--- config.mk ---
export PLATFORM = sky130hd
export DESIGN_NAME = usart_sync_master_port
export DESIGN_NICKNAME = d
export VERILOG_FILES = /design/src/core/usart_sync_master_port.v
export VERILOG_INCLUDE_DIRS = /design/src /design/src/core
export SDC_FILE = /design/constraint.sdc
export NUM_CORES = 1
export LEC_CHECK = 0
export BUFFER_PORTS_ARGS = -buffer_cell sky130_fd_sc_hd__buf_2
export CORE_MARGIN = 1
export CORE_UTILIZATION = 55
export CTS_BUF_LIST = sky130_fd_sc_hd__clkbuf_4 sky130_fd_sc_hd__clkbuf_8 sky130_fd_sc_hd__clkbuf_16
export DETAILED_ROUTE_END_ITERATION = 8
export PLACE_DENSITY_LB_ADDON = 0.2
export SYNTH_ARGS = -nofsm -noshare
export SYNTH_HDL_FRONTEND = slang
export SYNTH_SLANG_ARGS = --single-unit
--- constraint.sdc ---
create_clock -name core_clk -period 3.44 [get_ports core_clk]
set_input_delay 0.172 -clock core_clk [delete_from_list [all_inputs] [get_ports core_clk]]
set_output_delay 0.172 -clock core_clk [all_outputs]
set_load 0.01 [all_outputs]
--- src/core/usart_sync_map.vh ---
// Register map and field positions of the synchronous serial port
`ifndef USART_SYNC_MAP_VH
`define USART_SYNC_MAP_VH

`define OFS_PERIPHERAL_INTERRUPT_FLAGS   8'h0c
`define OFS_RECEIVE_STATUS_CONTROL       8'h18
`define OFS_TRANSMIT_BUFFER              8'h19
`define OFS_RECEIVE_BUFFER               8'h1a
`define OFS_PERIPHERAL_INTERRUPT_ENABLES 8'h8c
`define OFS_TRANSMIT_STATUS_CONTROL      8'h98
`define OFS_BAUD_RATE_DIVISOR            8'h99

`define RST_PERIPHERAL_INTERRUPT_FLAGS   8'h00
`define RST_RECEIVE_STATUS_CONTROL       8'h00
`define RST_TRANSMIT_BUFFER              8'h00
`define RST_RECEIVE_BUFFER               8'h00
`define RST_PERIPHERAL_INTERRUPT_ENABLES 8'h00
`define RST_TRANSMIT_STATUS_CONTROL      8'h02
`define RST_BAUD_RATE_DIVISOR            8'h00

// Flag and enable registers
`define BIT_RECEIVE_COMPLETE  5
`define BIT_TRANSMIT_EMPTY    4

// Receive status and control
`define BIT_PORT_ENABLE       7
`define BIT_RX_NINE_ENABLE    6
`define BIT_SINGLE_RECEIVE    5
`define BIT_CONT_RECEIVE      4
`define BIT_FRAMING_ERROR     2
`define BIT_OVERRUN_ERROR     1
`define BIT_RX_NINTH          0

// Transmit status and control
`define BIT_MASTER_CLOCK      7
`define BIT_TX_NINE_ENABLE    6
`define BIT_TRANSMIT_ENABLE   5
`define BIT_SYNC_SELECT       4
`define BIT_HIGH_SPEED        2
`define BIT_SHIFT_EMPTY       1
`define BIT_TX_NINTH          0

// Word lengths in bits
`define BITS_SHORT_WORD       4'd8
`define BITS_LONG_WORD        4'd9

`endif

--- src/core/usart_sync_master_port.v ---
// Synchronous master/slave serial port with register file and pin control
//
// Behaviour
// - Shift register reloads only after its last bit, then at once if data.
// - Buffer-to-shift move takes one cycle, then buffer-empty flag sets.
// - Buffer-empty flag ignores enable, software cannot clear, write clears.
// - Read-only shift-empty bit high whenever shift register is empty.
// - Shifting starts once buffer holds data; bits driven on rising edges.
// - Rate generator held reset when all enables clear; runs at once.
// - Write into empty shift register passes straight through.
// - Clearing transmit enable aborts, resets transmitter, releases both pins unless a receive enable is set.
// - Receive enable suspends transmit, releases data, clock driven if master.
// - Single receive self-clears; transmit then resumes driving data.
// - Ninth transmit bit sampled when word moves into shift register.
// - Either receive enable starts reception; samples on falling edge.
// - Single receive takes one word; continuous wins when both set.
// - Finished word moves into buffer if room; receive flag sets.
// - Receive flag clears only when reads empty the buffer.
// - Two-word FIFO; third word while full is lost, sets overrun in continuous receive only.
// - Overrun blocks transfers; clearing continuous receive clears it.
// - Ninth received bit queued with data; read advances it.
// - Master clock bit clear selects external shift clock.
// - Sync select plus port enable hand pins to clock and data.
// - Half-duplex: reception blocks transmission; transmission does not block reception.
`timescale 1ns/1ps
`include "usart_sync_map.vh"

module usart_sync_master_port
(
   input  wire       core_clk,
   input  wire       resetn,
   input  wire [7:0] reg_addr,
   input  wire [7:0] reg_wdata,
   input  wire       reg_write,
   input  wire       reg_read,
   output reg  [7:0] reg_rdata,
   input  wire       sync_clock_line_in,
   output reg        sync_clock_line_out,
   output reg        sync_clock_line_oe,
   input  wire       sync_data_line_in,
   output reg        sync_data_line_out,
   output reg        sync_data_line_oe,
   output reg        transmit_interrupt,
   output reg        receive_interrupt
);

   reg        rst_meta_n;
   reg        rst_n;

   // Control fields
   reg        port_enable;
   reg        receive_nine_bit_enable;
   reg        single_receive_enable;
   reg        continuous_receive_enable;
   reg        overrun_error_bit;
   reg        master_clock_source_select;
   reg        transmit_nine_bit_enable;
   reg        transmit_enable;
   reg        sync_select;
   reg        high_speed;
   reg        transmit_ninth_bit;
   reg        transmit_interrupt_enable;
   reg        receive_interrupt_enable;
   reg [7:0]  baud_rate_divisor;

   // Transmit path
   reg [7:0]  transmit_buffer;
   reg        tx_buffer_full;
   reg        transmit_buffer_empty_flag;
   reg [8:0]  transmit_shift_register;
   reg        tx_busy;
   reg [3:0]  tx_bits_left;

   // Receive path
   reg [8:0]  receive_shift_register;
   reg [3:0]  rx_bits_done;
   reg [8:0]  rx_fifo [0:1];
   reg        rx_head;
   reg [1:0]  rx_count;

   // Shift clock
   reg [7:0]  baud_rate_generator;
   reg        clock_level;
   reg        ext_clock_prev;

   wire       port_on   = port_enable & sync_select;
   wire       rx_enable = single_receive_enable | continuous_receive_enable;
   wire       brg_run   = transmit_enable | rx_enable;
   wire       tx_mode   = port_on & transmit_enable & ~rx_enable;
   wire       rx_mode   = port_on & rx_enable;
   wire       shifting  = rx_mode | (tx_mode & tx_busy);
   wire       brg_tick  = brg_run & (baud_rate_generator == 8'h00);
   wire [3:0] tx_len    = transmit_nine_bit_enable ? `BITS_LONG_WORD
                                                   : `BITS_SHORT_WORD;
   wire [3:0] rx_len    = receive_nine_bit_enable ? `BITS_LONG_WORD
                                                  : `BITS_SHORT_WORD;
   wire       receive_complete_flag = (rx_count != 2'd0);
   wire [8:0] rx_head_word = rx_fifo[rx_head];

   wire       wr_receive_status_control = reg_write &
                         (reg_addr == `OFS_RECEIVE_STATUS_CONTROL);
   wire       wr_transmit_status_control = reg_write &
                         (reg_addr == `OFS_TRANSMIT_STATUS_CONTROL);
   wire       wr_txbuf = reg_write & (reg_addr == `OFS_TRANSMIT_BUFFER);
   wire       rd_rxbuf = reg_read & (reg_addr == `OFS_RECEIVE_BUFFER);

   // Shift edges: rate generator in master, clock pin in slave
   reg        shift_rise;
   reg        shift_fall;
   always @*
   begin
      shift_rise = 1'b0;
      shift_fall = 1'b0;
      if (!master_clock_source_select)
      begin
         shift_rise = shifting & sync_clock_line_in & ~ext_clock_prev;
         shift_fall = shifting & ~sync_clock_line_in & ext_clock_prev;
      end
      else if (shifting & brg_tick)
      begin
         shift_rise = ~clock_level;
         shift_fall = clock_level;
      end
   end

   wire       rx_word_done = rx_mode & shift_fall &
                             (rx_bits_done == rx_len - 4'd1);
   wire       tx_load = tx_mode & ~tx_busy & tx_buffer_full;
   wire       tx_last = tx_mode & tx_busy & shift_fall &
                        (tx_bits_left == 4'd0);

   // Reset release through two flops
   always @(posedge core_clk or negedge resetn)
   begin
      if (!resetn)
      begin
         rst_meta_n <= 1'b0;
         rst_n      <= 1'b0;
      end
      else
      begin
         rst_meta_n <= 1'b1;
         rst_n      <= rst_meta_n;
      end
   end

   // Baud rate generator and master clock level
   always @(posedge core_clk or negedge rst_n)
   begin
      if (!rst_n)
      begin
         baud_rate_generator <= `RST_BAUD_RATE_DIVISOR;
         clock_level         <= 1'b0;
         ext_clock_prev      <= 1'b0;
      end
      else
      begin
         ext_clock_prev <= sync_clock_line_in;
         // Held while idle, reloads each half period
         if (!brg_run || brg_tick)
            baud_rate_generator <= baud_rate_divisor;
         else
            baud_rate_generator <= baud_rate_generator - 8'h01;
         if (!shifting || !master_clock_source_select)
            clock_level <= 1'b0;
         else if (brg_tick)
            clock_level <= ~clock_level;
      end
   end

   // Control registers and software writes
   always @(posedge core_clk or negedge rst_n)
   begin
      if (!rst_n)
      begin
         port_enable                <= 1'b0;
         receive_nine_bit_enable    <= 1'b0;
         single_receive_enable      <= 1'b0;
         continuous_receive_enable  <= 1'b0;
         master_clock_source_select <= 1'b0;
         transmit_nine_bit_enable   <= 1'b0;
         transmit_enable            <= 1'b0;
         sync_select                <= 1'b0;
         high_speed                 <= 1'b0;
         transmit_ninth_bit         <= 1'b0;
         transmit_interrupt_enable  <= 1'b0;
         receive_interrupt_enable   <= 1'b0;
         baud_rate_divisor          <= `RST_BAUD_RATE_DIVISOR;
      end
      else
      begin
         // Single receive ends after one word
         if (rx_word_done && !continuous_receive_enable)
            single_receive_enable <= 1'b0;
         if (wr_receive_status_control)
         begin
            port_enable               <= reg_wdata[`BIT_PORT_ENABLE];
            receive_nine_bit_enable   <= reg_wdata[`BIT_RX_NINE_ENABLE];
            single_receive_enable     <= reg_wdata[`BIT_SINGLE_RECEIVE];
            continuous_receive_enable <= reg_wdata[`BIT_CONT_RECEIVE];
         end
         if (wr_transmit_status_control)
         begin
            master_clock_source_select <= reg_wdata[`BIT_MASTER_CLOCK];
            transmit_nine_bit_enable   <= reg_wdata[`BIT_TX_NINE_ENABLE];
            transmit_enable            <= reg_wdata[`BIT_TRANSMIT_ENABLE];
            sync_select                <= reg_wdata[`BIT_SYNC_SELECT];
            high_speed                 <= reg_wdata[`BIT_HIGH_SPEED];
            transmit_ninth_bit         <= reg_wdata[`BIT_TX_NINTH];
         end
         if (reg_write && reg_addr == `OFS_PERIPHERAL_INTERRUPT_ENABLES)
         begin
            transmit_interrupt_enable <= reg_wdata[`BIT_TRANSMIT_EMPTY];
            receive_interrupt_enable  <= reg_wdata[`BIT_RECEIVE_COMPLETE];
         end
         if (reg_write && reg_addr == `OFS_BAUD_RATE_DIVISOR)
            baud_rate_divisor <= reg_wdata;
      end
   end

   // Transmit buffer and shift register
   always @(posedge core_clk or negedge rst_n)
   begin
      if (!rst_n)
      begin
         transmit_buffer            <= `RST_TRANSMIT_BUFFER;
         tx_buffer_full             <= 1'b0;
         transmit_buffer_empty_flag <= 1'b0;
         transmit_shift_register    <= 9'h000;
         tx_busy                    <= 1'b0;
         tx_bits_left               <= 4'd0;
      end
      else
      begin
         // Transmit enable low resets the transmitter
         if (!transmit_enable)
         begin
            tx_busy      <= 1'b0;
            tx_bits_left <= 4'd0;
         end
         // Reload only when previous word finished
         // Empty shift register takes the word at once
         else if (tx_load)
         begin
            // Ninth bit captured at the move
            transmit_shift_register <= {transmit_ninth_bit,
                                        transmit_buffer};
            tx_busy                 <= 1'b1;
            tx_bits_left            <= tx_len;
         end
         // Next bit on each rising shift edge
         else if (tx_mode && tx_busy && shift_rise && tx_bits_left != 4'd0)
         begin
            transmit_shift_register <= {1'b0,
                                        transmit_shift_register[8:1]};
            tx_bits_left            <= tx_bits_left - 4'd1;
         end
         else if (tx_last)
            tx_busy <= 1'b0;
         // Move done in one cycle, flag sets
         if (tx_load && transmit_enable)
         begin
            tx_buffer_full             <= 1'b0;
            transmit_buffer_empty_flag <= 1'b1;
         end
         // Only a buffer write clears the flag
         if (wr_txbuf)
         begin
            transmit_buffer            <= reg_wdata;
            tx_buffer_full             <= 1'b1;
            transmit_buffer_empty_flag <= 1'b0;
         end
      end
   end

   // Receive shift register and two-word FIFO
   always @(posedge core_clk or negedge rst_n)
   begin
      if (!rst_n)
      begin
         receive_shift_register <= 9'h000;
         rx_bits_done           <= 4'd0;
         rx_fifo[0]             <= 9'h000;
         rx_fifo[1]             <= 9'h000;
         rx_head                <= 1'b0;
         rx_count               <= 2'd0;
         overrun_error_bit      <= 1'b0;
      end
      else
      begin
         if (!rx_mode)
            rx_bits_done <= 4'd0;
         else if (shift_fall)
         begin
            receive_shift_register[rx_bits_done] <= sync_data_line_in;
            if (rx_word_done)
               rx_bits_done <= 4'd0;
            else
               rx_bits_done <= rx_bits_done + 4'd1;
         end
         if (!continuous_receive_enable)
            overrun_error_bit <= 1'b0;
         // Third word while full is lost
         else if (rx_word_done && rx_count == 2'd2)
            overrun_error_bit <= 1'b1;
         if (rx_word_done && rx_count != 2'd2 && !overrun_error_bit)
         begin
            rx_fifo[rx_head ^ rx_count[0]] <=
               receive_nine_bit_enable
               ? {sync_data_line_in, receive_shift_register[7:0]}
               : {1'b0, sync_data_line_in,
                  receive_shift_register[6:0]};
         end
         if (rd_rxbuf && rx_count != 2'd0)
            rx_head <= ~rx_head;
         if (rx_word_done && rx_count != 2'd2 && !overrun_error_bit)
         begin
            if (!(rd_rxbuf && rx_count != 2'd0))
               rx_count <= rx_count + 2'd1;
         end
         else if (rd_rxbuf && rx_count != 2'd0)
            rx_count <= rx_count - 2'd1;
      end
   end

   // Pin drivers, interrupt requests and read data
   always @(posedge core_clk or negedge rst_n)
   begin
      if (!rst_n)
      begin
         sync_clock_line_out <= 1'b0;
         sync_clock_line_oe  <= 1'b0;
         sync_data_line_out  <= 1'b0;
         sync_data_line_oe   <= 1'b0;
         transmit_interrupt  <= 1'b0;
         receive_interrupt   <= 1'b0;
         reg_rdata           <= 8'h00;
      end
      else
      begin
         // Pins belong to the port only when enabled
         // Master clock stays driven while receiving
         sync_clock_line_oe  <= port_on & master_clock_source_select &
                                brg_run;
         sync_clock_line_out <= clock_level;
         // Transmit resumes once single receive ends
         sync_data_line_oe   <= tx_mode;
         if (tx_mode && tx_busy && shift_rise && tx_bits_left != 4'd0)
            sync_data_line_out <= transmit_shift_register[0];
         transmit_interrupt  <= transmit_buffer_empty_flag &
                                transmit_interrupt_enable;
         receive_interrupt   <= receive_complete_flag &
                                receive_interrupt_enable;
         reg_rdata <= 8'h00;
         if (reg_read)
         begin
            if (reg_addr == `OFS_PERIPHERAL_INTERRUPT_FLAGS)
               reg_rdata <= {2'b00, receive_complete_flag,
                             transmit_buffer_empty_flag, 4'h0};
            else if (reg_addr == `OFS_RECEIVE_STATUS_CONTROL)
               reg_rdata <= {port_enable, receive_nine_bit_enable,
                             single_receive_enable,
                             continuous_receive_enable, 2'b00,
                             overrun_error_bit, rx_head_word[8]};
            else if (reg_addr == `OFS_TRANSMIT_BUFFER)
               reg_rdata <= transmit_buffer;
            else if (reg_addr == `OFS_RECEIVE_BUFFER)
               reg_rdata <= rx_head_word[7:0];
            else if (reg_addr == `OFS_PERIPHERAL_INTERRUPT_ENABLES)
               reg_rdata <= {2'b00, receive_interrupt_enable,
                             transmit_interrupt_enable, 4'h0};
            else if (reg_addr == `OFS_TRANSMIT_STATUS_CONTROL)
               reg_rdata <= {master_clock_source_select,
                             transmit_nine_bit_enable, transmit_enable,
                             sync_select, 1'b0, high_speed, ~tx_busy,
                             transmit_ninth_bit};
            else if (reg_addr == `OFS_BAUD_RATE_DIVISOR)
               reg_rdata <= baud_rate_divisor;
         end
      end
   end

endmodule

Word level (Yosys, flattened, before mapping)
Cells that the tools add are included.
Widths: inputs -> output; s select.
{ "totals": {"elab_cells": 185, "output_inout_bits": 14, "inputBits": 22, "ff_bits": 105} }
{ "op_classes": {"n_addsub": 6, "n_bitwise": 37, "n_eq_ne": 16, "order_cmp": 5, "n_reduce_logical": 33, "mux": 50} }
{ "ops": {"columns": ["operator", "n"], "rows": [
  ["$mux 8", 9],
  ["$mux 9", 7],
  ["$and 1x1->1", 25],
  ["$eq 8x5->1 const B", 3],
  ["$eq 8x8->1 const B", 3],
  ["$mux 4", 6],
  ["$mux 1", 21],
  ["$bwmux 18", 1],
  ["$logic_and 1x1->1", 13],
  ["$reduce_bool 2->1", 6],
  ["$bwmux 9", 1],
  ["$demux 9 s1", 1],
  ["$eq 8x4->1 const B", 1],
  ["$logic_not 8->1", 1],
  ["$reduce_and 2->1", 4],
  ["$sub 4x1->4 const B", 2],
  ["$sub 8x1->8 const B", 1],
  ["$mux 2", 3],
  ["$ne 3x1->1 const B", 2],
  ["$not 1->1", 6],
  ["$logic_not 1->1", 5],
  ["$lt 4x5->1 const B", 1],
  ["$add 4x1->4 const B", 1],
  ["$demux 1 s4", 1],
  ["other kinds (16)", 23]
]} }

Depth between registers and ports, before layout
{ "logic_depth": {"depth_word": 14, "mapped_depth": 8, "ltp_nobuf": 7} }

Worst setup path after synthesis
OpenSTA, ideal clock, no wires.
{ "synth_path": {"path_type": "reg2reg", "from": "register baud_rate_generator[0]", "to": "register rx_fifo[0] (netlist bit)", "path_buffers": 1, "t_required_ns": 3.312, "path_slack_ns": 1.103, "path_stages_with_launch": 9, "period_less_slack_ns": 2.337, "setup_time_ns": 0.128, "arrival_time_ns": 2.210, "cell_sequence": "dfrtp_1 -> inv_1 -> ha_1 -> or3b_2 -> nor4_4 -> o21ba_1 -> and3b_1 -> buf_4 -> mux2_1"} }
{ "synth_via": {"elab_chain_len": 9} }
{ "synth_rtl": {"columns": ["item", "line_no", "rtl"], "rows": [
  ["start, declared", "usart_sync_master_port.v:82", "reg [7:0] baud_rate_generator;"],
  ["start signal, assigned", "usart_sync_master_port.v:152", "baud_rate_generator <= `RST_BAUD_RATE_DIVISOR;"],
  ["start signal, assigned", "usart_sync_master_port.v:161", "baud_rate_generator <= baud_rate_divisor;"],
  ["start signal, assigned", "usart_sync_master_port.v:163", "baud_rate_generator <= baud_rate_generator - 8'h01;"],
  ["$logic_not 8->1", "usart_sync_master_port.v:92", "wire brg_tick = brg_run & (baud_rate_generator == 8'h00);"],
  ["$and 1x1->1", "usart_sync_master_port.v:92", null],
  ["$and 1x1->1", "usart_sync_master_port.v:119", "else if (shifting & brg_tick)"],
  ["$mux 1", "usart_sync_master_port.v:119", null],
  ["$mux 1", "usart_sync_master_port.v:114", "if (!master_clock_source_select)"],
  ["$and 1x1->1 (2 in series)", "usart_sync_master_port.v:126", "wire rx_word_done = rx_mode & shift_fall &"],
  ["$logic_and 1x1->1 (2 in series)", "usart_sync_master_port.v:306", "if (rx_word_done && rx_count != 2'd2 && !overrun_error_bit)"],
  ["end signal, assigned by index", "usart_sync_master_port.v:308", "rx_fifo[rx_head ^ rx_count[0]] <="],
  ["end, declared", "usart_sync_master_port.v:77", "reg [8:0] rx_fifo [0:1];"]
]} }
Every way passes these cells.
A chain may end at the register's enable or synchronous reset.

Worst setup path in the final report
{ "layout_path": {"from": "register baud_rate_generator[0]", "to": "register rx_fifo[4] (netlist bit)"} }
The elaborated chain is that of the path after synthesis.

==> qor.csv <==
metric,value,unit
cp.required,3.69,ns
layout_setup_ws,0.649,ns
syn_nets,489,
dp.cells,590,
relSlewSlack,32.7,%
die_w,98.1,um
cts.htree.levels,3,
fmax,358,MHz
overflow,0,
numPortBuffers,35,
clk_latency,0.36,ns
setup_viol,0,
cts_buffers,9,
stdcell_count,608,
synthArstFlopShare,100,%
grt_max_degree,81,
final.min_clock_period,2.79,ns
drv_cap,0,
syn2layout_area_growth,9.13,%
grt_use_total,24.2,%
cp.arrival,3.04,ns
cts_tree,done,
worstMarginPinSlew,1.01,ns
leakage,2.65,nW
synth_cells,459,
drt_pass1_iterations,7,
postCtsResizedCells,0,
power,2.34,mW
wire_per_inst,17.8,um
violations,design-rule violations,
synth_top_area_share,51.2,%
num_rows,34,
synth_area,5080,um^2
fin_nets,525,
seqCellArea,2610,um^2
synthTopCellsByArea,"dfrtp_1 51%, mux2_1 7.3%, nand2_1 3.2%, mux2_4 2.7%, mux2_2 2.7%",
start_kind,flop,
place_hpwl,7950,um
end_kind,flop,
diodes,0,
stdcell_area,5550,um^2
hold_path.class,in -> reg,
outcome,"finished, violations left",
ant_nets,0,
grt_antenna_before_repair,0,
synth_top_cell_by_area,dfrtp_1,
grt_first_pass_wirelength,18100,um
power.density,421,nW/um^2
cts_sinks,104,
utilization,62.7,%
vias_per_cell,5.99,
cts_root_buf,clkbuf_8,
start_util,57.4,%
synth_cell_type_count,70,
fp.dieArea,9630,um^2
fill_cells,720,
grt_pass1_vias,3500,
period_share,81.1,%
routed-via-count,3640,
hold_ws,0.0316,ns
hold_viol_final,0,
boundaryPins,36,
drv_slew,0,
finClkSkew,0.00981,ns
yosysWarningCount,0,
yosysSeqAreaShare,51.2,%
gp_congestion,0.879,
drive_gt1_share,17.8,%
place_ws,0.626,ns
drt-initial-drc-count,232,
ys_seq_elements,104,
routed_wl,10800,um
drc,7,
post_dp_cell_area,5350,um^2
core_area,8850,um^2
multi_input_area,2330,um^2
synth-edff-count,0,
die_h,98.1,um
cts_buffer_depth,2,
setup_tns,0,ns
synth_ff_type,dfrtp_1,
avgSynthCellArea,11.1,um^2
rsz0062_at_grt,false,
path_clk_slew,0.10,ns
peakVddDrop,0.357,mV
path_class,reg -> reg,
crit_fanout,11,
## area by class of cell
class / instances / share of cell area [%]
Tap cell: 108 / 2.44
Clock buffer: 10 / 2.48
Sequential cell: 104 / 47.0
Clock inverter: 6 / 0.790
Inverter: 15 / 1.02
Timing Repair Buffer: 42 / 4.20
Multi-Input combinational cell: 323 / 42.1
## logic make-up after synthesis
logic type / share of synthesized area (%)
other cells: 0.0738
buf+inv: 2.86
flops: 51.2
fa+ha+maj: 1.97
xor+xnor: 1.38
compound gates: 11.9
simple gates: 16.2
mux: 14.4
## repair_timing
action / CTS / global route
hold endpoints to repair: 3 / 0
hold buffers: 2 / 0
setup buffers: 0 / 0
## where the power goes
group	internal (mW)	leakage (nW)	total [mW]	switching (mW)
Clock	0.286	0.0926	0.704	0.418
Sequential	1.27	1.39	1.34	0.0729
Combinational	0.128	1.17	0.295	0.166
Total	1.68	2.65	2.34	0.657
## cells in the final DEF, fill, tap and decap left out, types with 3 or more instances in the layout
cell type / netlist / routed
dfrtp_1: 104 / 103
nand2_1: 43 / 43
buf_2: 3 / 35
mux2_1: 33 / 33
nor2_1: 28 / 28
nand3_1: 24 / 24
a21oi_1: 22 / 22
inv_1: 15 / 15
o21ai_0: 15 / 15
mux2_2: 12 / 12
clkbuf_8: 0 / 10
o21ai_1: 9 / 9
mux2i_1: 9 / 9
mux2_4: 9 / 9
nor3_1: 8 / 8
ha_1: 8 / 8
a31oi_1: 7 / 7
nor2b_1: 7 / 7
o211ai_1: 7 / 7
xnor2_1: 6 / 6
a211oi_1: 6 / 6
nor3b_1: 5 / 5
buf_4: 2 / 5
o31ai_1: 4 / 4
or3_1: 4 / 4
a32oi_1: 4 / 4
nor4_1: 3 / 3
o22ai_1: 3 / 3
## cell usage after synthesis (3+ instances only)
| cell | number |
|---|---|
| nand3_1 | 24 |
| o31ai_1 | 4 |
| dfrtp_1 | 104 |
| nand2_1 | 43 |
| o211ai_1 | 7 |
| nor2b_1 | 7 |
| nor2_1 | 28 |
| mux2_4 | 9 |
| nor3b_1 | 5 |
| clkbuf_1 | 9 |
| nor4_1 | 3 |
| a21oi_1 | 22 |
| mux2_2 | 12 |
| xnor2_1 | 6 |
| o21ai_0 | 15 |
| nor3_1 | 8 |
| buf_2 | 3 |
| mux2i_1 | 9 |
| a31oi_1 | 7 |
| inv_1 | 15 |
| a211oi_1 | 6 |
| a32oi_1 | 4 |
| mux2_1 | 33 |
| or3_1 | 4 |
| o22ai_1 | 3 |
| ha_1 | 8 |
| o21ai_1 | 9 |
## final timing paths
| check | start | slack (ns) | depth (start not counted) | to |
|---|---|---|---|---|
| max reg2reg | baud_rate_generator[0] | 0.65 | 8 | rx_fifo[4] |
| min reg2reg | rst_meta_n | 0.36 | 0 | rst_n |
| min in group asynchronous | resetn | 0.11 | 2 | rst_n |
| max in group asynchronous | rst_n | 2.14 | 1 | rx_count[0] |
| max | baud_rate_generator[0] | 0.65 | 8 | rx_fifo[4] |
| min | reg_wdata[3] | 0.03 | 2 | transmit_buffer[3] |
## state kept, by name, summed over array words and instances (netlist names), 2 cells and up
signal and count:
baud_rate_divisor 8, reg_rdata 8, baud_rate_generator 8, transmit_buffer 8
transmit_shift_register 9, rx_count 2, tx_bits_left 4, rx_fifo 18
rx_bits_done 4, receive_shift_register 8
## per-layer routing
metal	wire [um]	up-vias	GRT usage, %
met4	164	0	6.66
met1	5170	1791	36.4
met3	471	13	3.51
met2	5010	91	36.9
li1	-	1745	-
met5	0	-	0
## worst max-delay path, stage by stage, from the launching register on
cell and delay, ns:
dfrtp_1 0.40, inv_1 0.11, ha_1 0.18, or3b_2 0.51, nor4_4 0.33, o21ba_1 0.18, buf_4 0.17, and3b_1 0.42
mux2_1 0.36
No activity file was read; power rests on OpenSTA's default activity.
